<file path="src/dtc_regs.svh">
`ifndef DTC_REGS_SVH
`define DTC_REGS_SVH

`define DTC_OFS_CS0 8'h00
`define DTC_OFS_RELOAD0 8'h04
`define DTC_OFS_COUNT0 8'h08
`define DTC_OFS_CS1 8'h10
`define DTC_OFS_RELOAD1 8'h14
`define DTC_OFS_COUNT1 8'h18
`define DTC_TIMER_STRIDE 8'h10

// bit labels, big-endian: label 0 is the msb
`define DTC_B_ALL 21
`define DTC_B_PWM 22
`define DTC_B_IRQF 23
`define DTC_B_RUN 24
`define DTC_B_IRQE 25
`define DTC_B_PRESET 26
`define DTC_B_RELOAD 27
`define DTC_B_CAPEN 28
`define DTC_B_GENEN 29
`define DTC_B_DOWN 30
`define DTC_B_MODE 31
`define DTC_B_RSV_LAST 20

`define DTC_CS_RESET 32'h0000_0000

`endif

</file>
<file path="src/dtc_pkg.sv">
package dtc_pkg;

    typedef struct packed {
        logic capture_mode;
        logic count_down;
        logic gen_out_en;
        logic capture_trigger_en;
        logic reload_or_hold;
        logic preset_strobe;
        logic irq_enable;
        logic run;
        logic pulse_width_en;
    } dtc_ctrl_t;

    typedef struct packed {
        logic sel;
        logic rnw;
        logic [7:0] addr;
        logic [0:3] be;
        logic [0:31] wdata;
    } dtc_bus_req_t;

endpackage

</file>
<file path="src/dtc_timer_core.sv">
`timescale 1ns/1ps
module dtc_timer_core import dtc_pkg::*; #(
    parameter int CW = 32
) (
    input wire logic i_sys_clk,
    input wire logic i_arst_n,
    input dtc_ctrl_t i_ctrl,
    input wire logic [CW-1:0] i_reload_value,
    input wire logic i_restart,
    output logic [CW-1:0] o_count,
    output logic o_rollover
);

    logic [CW-1:0] cnt_q;
    logic held_q;
    logic [CW-1:0] term;
    logic loading;

    assign term = i_ctrl.count_down ? '0 : '1;
    assign loading = i_ctrl.preset_strobe || i_restart;
    assign o_count = cnt_q;
    assign o_rollover = i_ctrl.run && !loading && !i_ctrl.capture_mode && !held_q && cnt_q == term;

    always_ff @(posedge i_sys_clk or negedge i_arst_n) begin
        if (!i_arst_n) begin
            cnt_q <= '0;
            held_q <= 1'b0;
        end else if (loading) begin
            cnt_q <= i_reload_value;
            held_q <= 1'b0;
        end else if (i_ctrl.run) begin
            if (!i_ctrl.capture_mode && cnt_q == term) begin
                if (i_ctrl.reload_or_hold) begin
                    cnt_q <= i_reload_value;
                    held_q <= 1'b0;
                end else begin
                    held_q <= 1'b1;
                end
            end else if (i_ctrl.count_down) begin
                cnt_q <= cnt_q - 1'b1;
            end else begin
                cnt_q <= cnt_q + 1'b1;
            end
        end
    end
endmodule

</file>
<file path="src/dtc_top.sv">
`timescale 1ns/1ps
`include "dtc_regs.svh"
module dtc_top import dtc_pkg::*; #(
    parameter int CW = 32,
    parameter logic [1:0] GEN_POL = 2'h3,
    parameter logic [1:0] CAP_POL = 2'h3
) (
    input wire logic i_sys_clk,
    input wire logic i_arst_n,
    input dtc_bus_req_t i_bus_req,
    input wire logic [1:0] i_capture,
    output logic o_bus_ack,
    output logic [0:31] o_bus_rdata,
    output logic o_irq,
    output logic [1:0] o_gen_out,
    output logic o_pwm
);

    ////////////////////////////////////////////////////////////////////////////
    // helpers

    function automatic logic [0:31] merge_bytes(input logic [0:31] old_v, input logic [0:31] new_v,
                                                input logic [0:3] be);
        logic [0:31] r;
        r = old_v;
        for (int k = 0; k < 4; k++) begin
            if (be[k]) begin
                r[8*k +: 8] = new_v[8*k +: 8];
            end
        end
        return r;
    endfunction

    function automatic logic [0:31] cs_view(input dtc_ctrl_t c, input logic flag, input logic all_en);
        logic [0:31] r;
        r = `DTC_CS_RESET;
        r[`DTC_B_ALL] = all_en;
        r[`DTC_B_PWM] = c.pulse_width_en;
        r[`DTC_B_IRQF] = flag;
        r[`DTC_B_RUN] = c.run;
        r[`DTC_B_IRQE] = c.irq_enable;
        r[`DTC_B_PRESET] = c.preset_strobe;
        r[`DTC_B_RELOAD] = c.reload_or_hold;
        r[`DTC_B_CAPEN] = c.capture_trigger_en;
        r[`DTC_B_GENEN] = c.gen_out_en;
        r[`DTC_B_DOWN] = c.count_down;
        r[`DTC_B_MODE] = c.capture_mode;
        return r;
    endfunction

    ////////////////////////////////////////////////////////////////////////////
    // bus decode

    logic ack_q;
    logic [0:31] rdata_q;
    logic wr;
    logic rd;
    logic cs_hit;
    logic all_set;
    logic all_clr;
    logic enable_every_timer_q;

    assign wr = i_bus_req.sel && !i_bus_req.rnw && !ack_q;
    assign rd = i_bus_req.sel && i_bus_req.rnw && !ack_q;
    assign cs_hit = wr && (i_bus_req.addr == `DTC_OFS_CS0 || i_bus_req.addr == `DTC_OFS_CS1);
    assign all_set = cs_hit && i_bus_req.be[2] && i_bus_req.wdata[`DTC_B_ALL];
    assign all_clr = cs_hit && i_bus_req.be[2] && !i_bus_req.wdata[`DTC_B_ALL];

    always_ff @(posedge i_sys_clk or negedge i_arst_n) begin
        if (!i_arst_n) begin
            enable_every_timer_q <= 1'b0;
        end else if (all_set) begin
            enable_every_timer_q <= 1'b1;
        end else if (all_clr) begin
            enable_every_timer_q <= 1'b0;
        end
    end

    ////////////////////////////////////////////////////////////////////////////
    // per-timer control, flag, reload register, capture input

    dtc_ctrl_t ctrl_q [2];
    logic [1:0] irqf_q;
    logic [1:0] lock_q;
    logic [CW-1:0] tlr_q [2];
    logic [CW-1:0] count [2];
    logic [1:0] rollover;
    logic [1:0] cap_evt;
    logic [1:0] irq_evt;
    logic [1:0] reload_rd;
    logic [1:0] reload_wr;
    logic [1:0] cs_wr;
    logic [1:0] cap_take;

    for (genvar i = 0; i < 2; i++) begin : g_tmr
        localparam logic [7:0] BASE = 8'(i * `DTC_TIMER_STRIDE);
        logic [2:0] sync_q;
        logic lvl_q;
        logic [0:31] tlr_word;
        logic [0:31] tlr_new;
        logic [31:0] tlr_num;

        assign cs_wr[i] = wr && i_bus_req.addr == BASE + `DTC_OFS_CS0;
        assign reload_wr[i] = wr && i_bus_req.addr == BASE + `DTC_OFS_RELOAD0;
        assign reload_rd[i] = rd && i_bus_req.addr == BASE + `DTC_OFS_RELOAD0;
        assign tlr_word = 32'(tlr_q[i]);
        assign tlr_new = merge_bytes(tlr_word, i_bus_req.wdata, i_bus_req.be);
        assign tlr_num = tlr_new;

        // capture pin: three stages, level accepted when stages two and three agree
        always_ff @(posedge i_sys_clk or negedge i_arst_n) begin
            if (!i_arst_n) begin
                sync_q <= 3'h0;
                lvl_q <= 1'b0;
            end else begin
                sync_q <= {sync_q[1:0], i_capture[i] ~^ CAP_POL[i]};
                if (sync_q[1] == sync_q[2]) begin
                    lvl_q <= sync_q[2];
                end
            end
        end
        assign cap_evt[i] = sync_q[1] == sync_q[2] && sync_q[2] && !lvl_q;
        assign cap_take[i] = cap_evt[i] && ctrl_q[i].run && ctrl_q[i].capture_mode
                             && ctrl_q[i].capture_trigger_en && (ctrl_q[i].reload_or_hold || !lock_q[i]);
        assign irq_evt[i] = ctrl_q[i].run && (ctrl_q[i].capture_mode
                            ? cap_evt[i] && ctrl_q[i].capture_trigger_en : rollover[i]);

        always_ff @(posedge i_sys_clk or negedge i_arst_n) begin
            if (!i_arst_n) begin
                ctrl_q[i] <= '0;
            end else begin
                if (all_set) begin
                    ctrl_q[i].run <= 1'b1;
                end else if (cs_wr[i] && i_bus_req.be[3]) begin
                    ctrl_q[i].run <= i_bus_req.wdata[`DTC_B_RUN];
                end
                if (cs_wr[i] && i_bus_req.be[2]) begin
                    ctrl_q[i].pulse_width_en <= i_bus_req.wdata[`DTC_B_PWM];
                end
                if (cs_wr[i] && i_bus_req.be[3]) begin
                    ctrl_q[i].irq_enable <= i_bus_req.wdata[`DTC_B_IRQE];
                    ctrl_q[i].preset_strobe <= i_bus_req.wdata[`DTC_B_PRESET];
                    ctrl_q[i].reload_or_hold <= i_bus_req.wdata[`DTC_B_RELOAD];
                    ctrl_q[i].capture_trigger_en <= i_bus_req.wdata[`DTC_B_CAPEN];
                    ctrl_q[i].gen_out_en <= i_bus_req.wdata[`DTC_B_GENEN];
                    ctrl_q[i].count_down <= i_bus_req.wdata[`DTC_B_DOWN];
                    ctrl_q[i].capture_mode <= i_bus_req.wdata[`DTC_B_MODE];
                end
            end
        end

        // flag: a new event wins over a same-cycle clear
        always_ff @(posedge i_sys_clk or negedge i_arst_n) begin
            if (!i_arst_n) begin
                irqf_q[i] <= 1'b0;
            end else if (irq_evt[i]) begin
                irqf_q[i] <= 1'b1;
            end else if (cs_wr[i] && i_bus_req.be[2] && i_bus_req.wdata[`DTC_B_IRQF]) begin
                irqf_q[i] <= 1'b0;
            end
        end

        always_ff @(posedge i_sys_clk or negedge i_arst_n) begin
            if (!i_arst_n) begin
                tlr_q[i] <= '0;
                lock_q[i] <= 1'b0;
            end else begin
                if (cap_take[i]) begin
                    tlr_q[i] <= count[i];
                end else if (reload_wr[i]) begin
                    tlr_q[i] <= tlr_num[CW-1:0];
                end
                if (cap_take[i]) begin
                    lock_q[i] <= 1'b1;
                end else if (reload_rd[i]) begin
                    lock_q[i] <= 1'b0;
                end
            end
        end

        dtc_timer_core #(.CW(CW)) u_core (
            .i_sys_clk(i_sys_clk),
            .i_arst_n(i_arst_n),
            .i_ctrl(ctrl_q[i]),
            .i_reload_value(tlr_q[i]),
            .i_restart(i == 1 && ctrl_q[0].pulse_width_en && rollover[0]),
            .o_count(count[i]),
            .o_rollover(rollover[i])
        );

        // generate output resets to 0 whatever GEN_POL, then idles at the inactive level while disabled
        always_ff @(posedge i_sys_clk or negedge i_arst_n) begin
            if (!i_arst_n) begin
                o_gen_out[i] <= 1'b0;
            end else begin
                o_gen_out[i] <= (ctrl_q[i].gen_out_en && rollover[i]) ? GEN_POL[i] : ~GEN_POL[i];
            end
        end

    end

    ////////////////////////////////////////////////////////////////////////////
    // paired pulse-width output

    always_ff @(posedge i_sys_clk or negedge i_arst_n) begin
        if (!i_arst_n) begin
            o_pwm <= 1'b0;
        end else if (!ctrl_q[0].pulse_width_en) begin
            o_pwm <= 1'b0;
        end else if (rollover[0]) begin
            o_pwm <= 1'b1;
        end else if (rollover[1]) begin
            o_pwm <= 1'b0;
        end
    end

    ////////////////////////////////////////////////////////////////////////////
    // interrupt and read path

    always_ff @(posedge i_sys_clk or negedge i_arst_n) begin
        if (!i_arst_n) begin
            o_irq <= 1'b0;
        end else begin
            o_irq <= |(irqf_q & {ctrl_q[1].irq_enable, ctrl_q[0].irq_enable});
        end
    end

    always_ff @(posedge i_sys_clk or negedge i_arst_n) begin
        if (!i_arst_n) begin
            ack_q <= 1'b0;
            rdata_q <= '0;
        end else begin
            ack_q <= i_bus_req.sel && !ack_q;
            if (!rd) begin
                rdata_q <= '0;
            end else begin
                case (i_bus_req.addr)
                    `DTC_OFS_CS0: rdata_q <= cs_view(ctrl_q[0], irqf_q[0], enable_every_timer_q);
                    `DTC_OFS_CS1: rdata_q <= cs_view(ctrl_q[1], irqf_q[1], enable_every_timer_q);
                    `DTC_OFS_RELOAD0: rdata_q <= 32'(tlr_q[0]);
                    `DTC_OFS_RELOAD1: rdata_q <= 32'(tlr_q[1]);
                    `DTC_OFS_COUNT0: rdata_q <= 32'(count[0]);
                    `DTC_OFS_COUNT1: rdata_q <= 32'(count[1]);
                    default: rdata_q <= '0;
                endcase
            end
        end
    end

    assign o_bus_ack = ack_q;
    assign o_bus_rdata = rdata_q;
endmodule

</file>
<file path="config.mk">
export PLATFORM = sky130hd
export DESIGN_NAME = dtc_top
export DESIGN_NICKNAME = d
export VERILOG_FILES = /design/src/dtc_pkg.sv /design/src/dtc_timer_core.sv /design/src/dtc_top.sv
export VERILOG_INCLUDE_DIRS = /design/src
export SDC_FILE = /design/constraint.sdc
export NUM_CORES = 1
export LEC_CHECK = 0
export BUFFER_PORTS_ARGS = -buffer_cell sky130_fd_sc_hd__buf_2
export CORE_ASPECT_RATIO = 0.75
export CORE_MARGIN = 4
export CORE_UTILIZATION = 35
export DETAILED_ROUTE_END_ITERATION = 10
export PLACE_DENSITY = 0.47
export SYNTH_ARGS = -nofsm -noshare
export SYNTH_HDL_FRONTEND = slang
export SYNTH_SLANG_ARGS = --single-unit
</file>
<file path="constraint.sdc">
create_clock -name i_sys_clk -period 4.1 [get_ports i_sys_clk]
set_input_delay 0.615 -clock i_sys_clk [delete_from_list [all_inputs] [get_ports i_sys_clk]]
set_output_delay 0.615 -clock i_sys_clk [all_outputs]
set_load 0.02 [all_outputs]
</file>
==> out/qor.yml <==
timing:
  relSlewSlack_pct: 22.0
  period_share_pct: 87.6
  hold_viol_final: 0
  slew_viol_final: 0
  setup_tns_ns: 0
  clock_skew_ns: 0.00912
  finalCriticalPeriod_ns: 3.59
  rsz0062_at_grt: "no"
  max_slew.worst_pin.slew_ns: 1.16
  setup_viol: 0
  max_freq_ghz: 0.278
  postLayoutSetupSlackWorst_ns: 0.507
setup_path:
  crit_path_end_kind: "flop"
  startpoint: "ctrl_q[16]"
  r2r_start: "ctrl_q[16]"
  critical_path_class: "reg2reg"
  cp_max_fo: 37
  start_kind: "flop"
  worstPathRequired_ns: 4.48
  crit_arrival_ns: 3.98
cts:
  worst_skew_pair.late_latency_ns: 0.46
  postCtsSetupRepairBufs: 0
  cts_tree: "done"
  cts_buffers: 17
  clockRootBuffer: "clkbuf_16"
  cts_hold_buf: 0
  cts_max_level: 4
  clk_pin_slew_ns: 0.07
  clockBufferDepth: 2
  cts.sink_count: 198
  cts_resized: 0
power:
  p_int_mw: 3.32
  pwr-share-seq_pct: 47.1
  switching_share_pct: 33.8
  p_sw_mw: 1.70
  leakage_nw: 6.62
  vdd_drop_max_v: 0.000272
  total_power_mw: 5.02
  clkPwrFrac_pct: 32.6
  cellPowerDensity_nw_per_um2: 362
  combPwrFrac_pct: 20.3
floorplanning:
  core_area_um2: 34600
  initial_core_util_pct: 35.5
  rows: 59
  die_area_um2: 38200
  die_width_um: 224
  num_io_pins: 87
  die_h_um: 170
synthesis:
  postSynth.asyncResetShare_pct: 100
  synth_edf_count: 0
  netlist_area_um2: 12300
  synth_cell_type_count: 71
  syn_inst: 1373
  ys_warn_count: 0
  synth_nets: 1487
  yosysSeqAreaShare_pct: 40.3
  ys_ff_latch: 198
  avgSynthCellArea_um2: 8.95
  synthFlopType: "dfrtp_1"
global_routing:
  grt_max_degree: 82
  gr-total-overflow: 0
  grt_pass1_vias: 10317
  track_usage_pct: 21.9
  antenna_found_initial: 0
  grt_pass1_wl_um: 63800
final_layout:
  multi_input_area_um2: 6980
  fillers: 3485
  drive_gt1_share_pct: 13.6
  design_area_um2: 13900
  post-route-util_pct: 40.0
  finalNetCount: 1553
  regArea_um2: 4950
  area_delta_synth_final_pct: 12.9
placement:
  gp_congestion: 0.860
  hpwl_um: 31500
  port_buffers: 86
  place_area_um2: 13300
  pre_cts_slack_ns: 0.579
drt:
  wl_per_cell_um: 21.9
  vias_per_cell: 5.61
  postRouteAntennaNets: 0
  drtIter0Drc: 957
  finalWirelength_um: 41800
  drc: 0
  drt-pass1-iter-count: 5
  vias: 10723
job:
  drv_cap: 0
worst_hold_path:
  hold_class: "in2async"
run_status:
  status: "complete, no violations"
cells in the mapped netlist (3+ instances only):
cell type | number | area share (%)
o21ai_0 | 64 | 2.6
a211oi_1 | 6 | 0.37
a21o_1 | 28 | 1.7
and2_1 | 5 | 0.25
nor3_1 | 24 | 0.98
or3_1 | 8 | 0.41
mux2i_1 | 66 | 5.4
inv_1 | 23 | 0.70
and4_1 | 5 | 0.36
dfrtp_1 | 198 | 40
xnor2_1 | 25 | 1.8
buf_1 | 5 | 0.15
nand4_1 | 14 | 0.71
mux2_2 | 20 | 1.8
clkbuf_1 | 52 | 1.6
buf_2 | 9 | 0.37
nor2_1 | 148 | 4.5
o21ai_1 | 10 | 0.41
and3_1 | 15 | 0.76
nand2_1 | 120 | 3.7
o31ai_1 | 3 | 0.18
a221o_1 | 3 | 0.24
xor2_1 | 16 | 1.1
or2_2 | 5 | 0.25
nand3_1 | 23 | 0.94
ha_1 | 62 | 6.3
nor4_1 | 4 | 0.20
o21a_1 | 14 | 0.86
nor3b_1 | 6 | 0.37
nand2b_1 | 12 | 0.61
a21oi_1 | 192 | 7.8
o211ai_1 | 3 | 0.18
nor2b_1 | 12 | 0.61
a22oi_1 | 79 | 4.8
a31oi_1 | 37 | 1.9
o21bai_1 | 6 | 0.37
critical path, stage by stage, from the launching register on:
cell and delay, ns:
dfrtp_1 0.34, buf_4 0.41, inv_1 0.25, fa_1 0.52
nor2b_4 0.14, o31a_1 0.18, o41ai_2 0.11, o211ai_2 0.31
nand3_1 0.16, a31oi_1 0.46, a31oi_1 0.15, or3_1 0.33
a21oi_1 0.13
cells by family after synthesis:
group | after synthesis | synth area share, %
buf+inv | 94 | 3.11
fa+ha+maj | 64 | 6.64
xor+xnor | 41 | 2.92
compound gates | 477 | 24.2
simple gates | 413 | 15.6
mux | 86 | 7.21
flops | 198 | 40.3
per-layer routing:
layer	wire [µm]	up-vias	track usage [%]
li1	-	5199	-
met1	20100	5206	32.0
met2	19000	276	34.8
met3	1950	42	2.83
met4	723	0	5.17
met5	0	-	0
path summary, 6_finish.rpt:
path                                                    end  slack (ns)  cells past startpoint
worst max-delay path            g_tmr[0].u_core.o_count[26]        0.51                     12
worst min-delay path            g_tmr[1].u_core.o_count[28]        0.13                      1
worst max register to register  g_tmr[0].u_core.o_count[26]        0.51                     12
worst min register to register           g_tmr[0].sync_q[1]        0.35                      0
max in group asynchronous       g_tmr[0].u_core.o_count[31]        3.05                      2
min in group i_sys_clk                   g_tmr[1].sync_q[0]        0.26                      1
metrics by stage:
stage,hold WS [ns],std cells
after floorplan,0.319,1373
after global placement,0.338,1877
after detailed placement,0.339,1877
after CTS,0.148,1909
after global routing,0.170,1909
final,0.130,1910
state kept, by name, summed over array words and instances (netlist names):
signal	flops
o_bus_rdata	32
o_bus_ack	1
g_tmr.sync_q	6
o_irq	1
o_pwm	1
g_tmr.tlr_word	64
g_tmr.lvl_q	2
o_gen_out	2
ctrl_q	18
g_tmr.u_core.o_count	64
lock_q	2
g_tmr.u_core.held_q	2
irqf_q	2
enable_every_timer_q	1
final cells by class:
cell class	instances	share of cell area, %
clock buffers	18	3.10
diodes	1	0.0181
repair buffers	118	5.18
flip-flops and latches	198	35.7
multi-input cells	1081	50.4
clock inverters	14	0.857
well taps	457	4.12
inverters	23	0.623
cells in the final DEF (no fill, tap or decap), types with 8 or more instances in the layout:
| cell | n |
|---|---|
| and3_1 | 15 |
| clkbuf_16 | 17 |
| a21oi_1 | 192 |
| xor2_1 | 16 |
| nand3_1 | 23 |
| or3_1 | 8 |
| o21ai_1 | 9 |
| o21a_1 | 14 |
| nand2_1 | 120 |
| a22oi_1 | 79 |
| nor2_1 | 144 |
| xnor2_1 | 25 |
| a31oi_1 | 37 |
| ha_1 | 62 |
| buf_2 | 85 |
| buf_4 | 29 |
| o21ai_0 | 62 |
| nor2b_1 | 12 |
| mux2_2 | 20 |
| nand2b_1 | 12 |
| nor3_1 | 24 |
| inv_1 | 23 |
| a21o_1 | 28 |
| mux2i_1 | 66 |
| nand4_1 | 14 |
| dfrtp_1 | 198 |
power groups by stage:
stage / sequential, mW / combinational, mW / clock, mW
2_1_floorplan: 2.28 / 0.744 / 0
3_3_place_gp: 2.41 / 1.01 / 0
3_5_place_dp: 2.41 / 1.01 / 0
4_1_cts: 2.37 / 1.02 / 1.67
5_1_grt: 2.38 / 1.15 / 1.75
6_report: 2.37 / 1.02 / 1.63
Power figures use the tool's default switching activity.
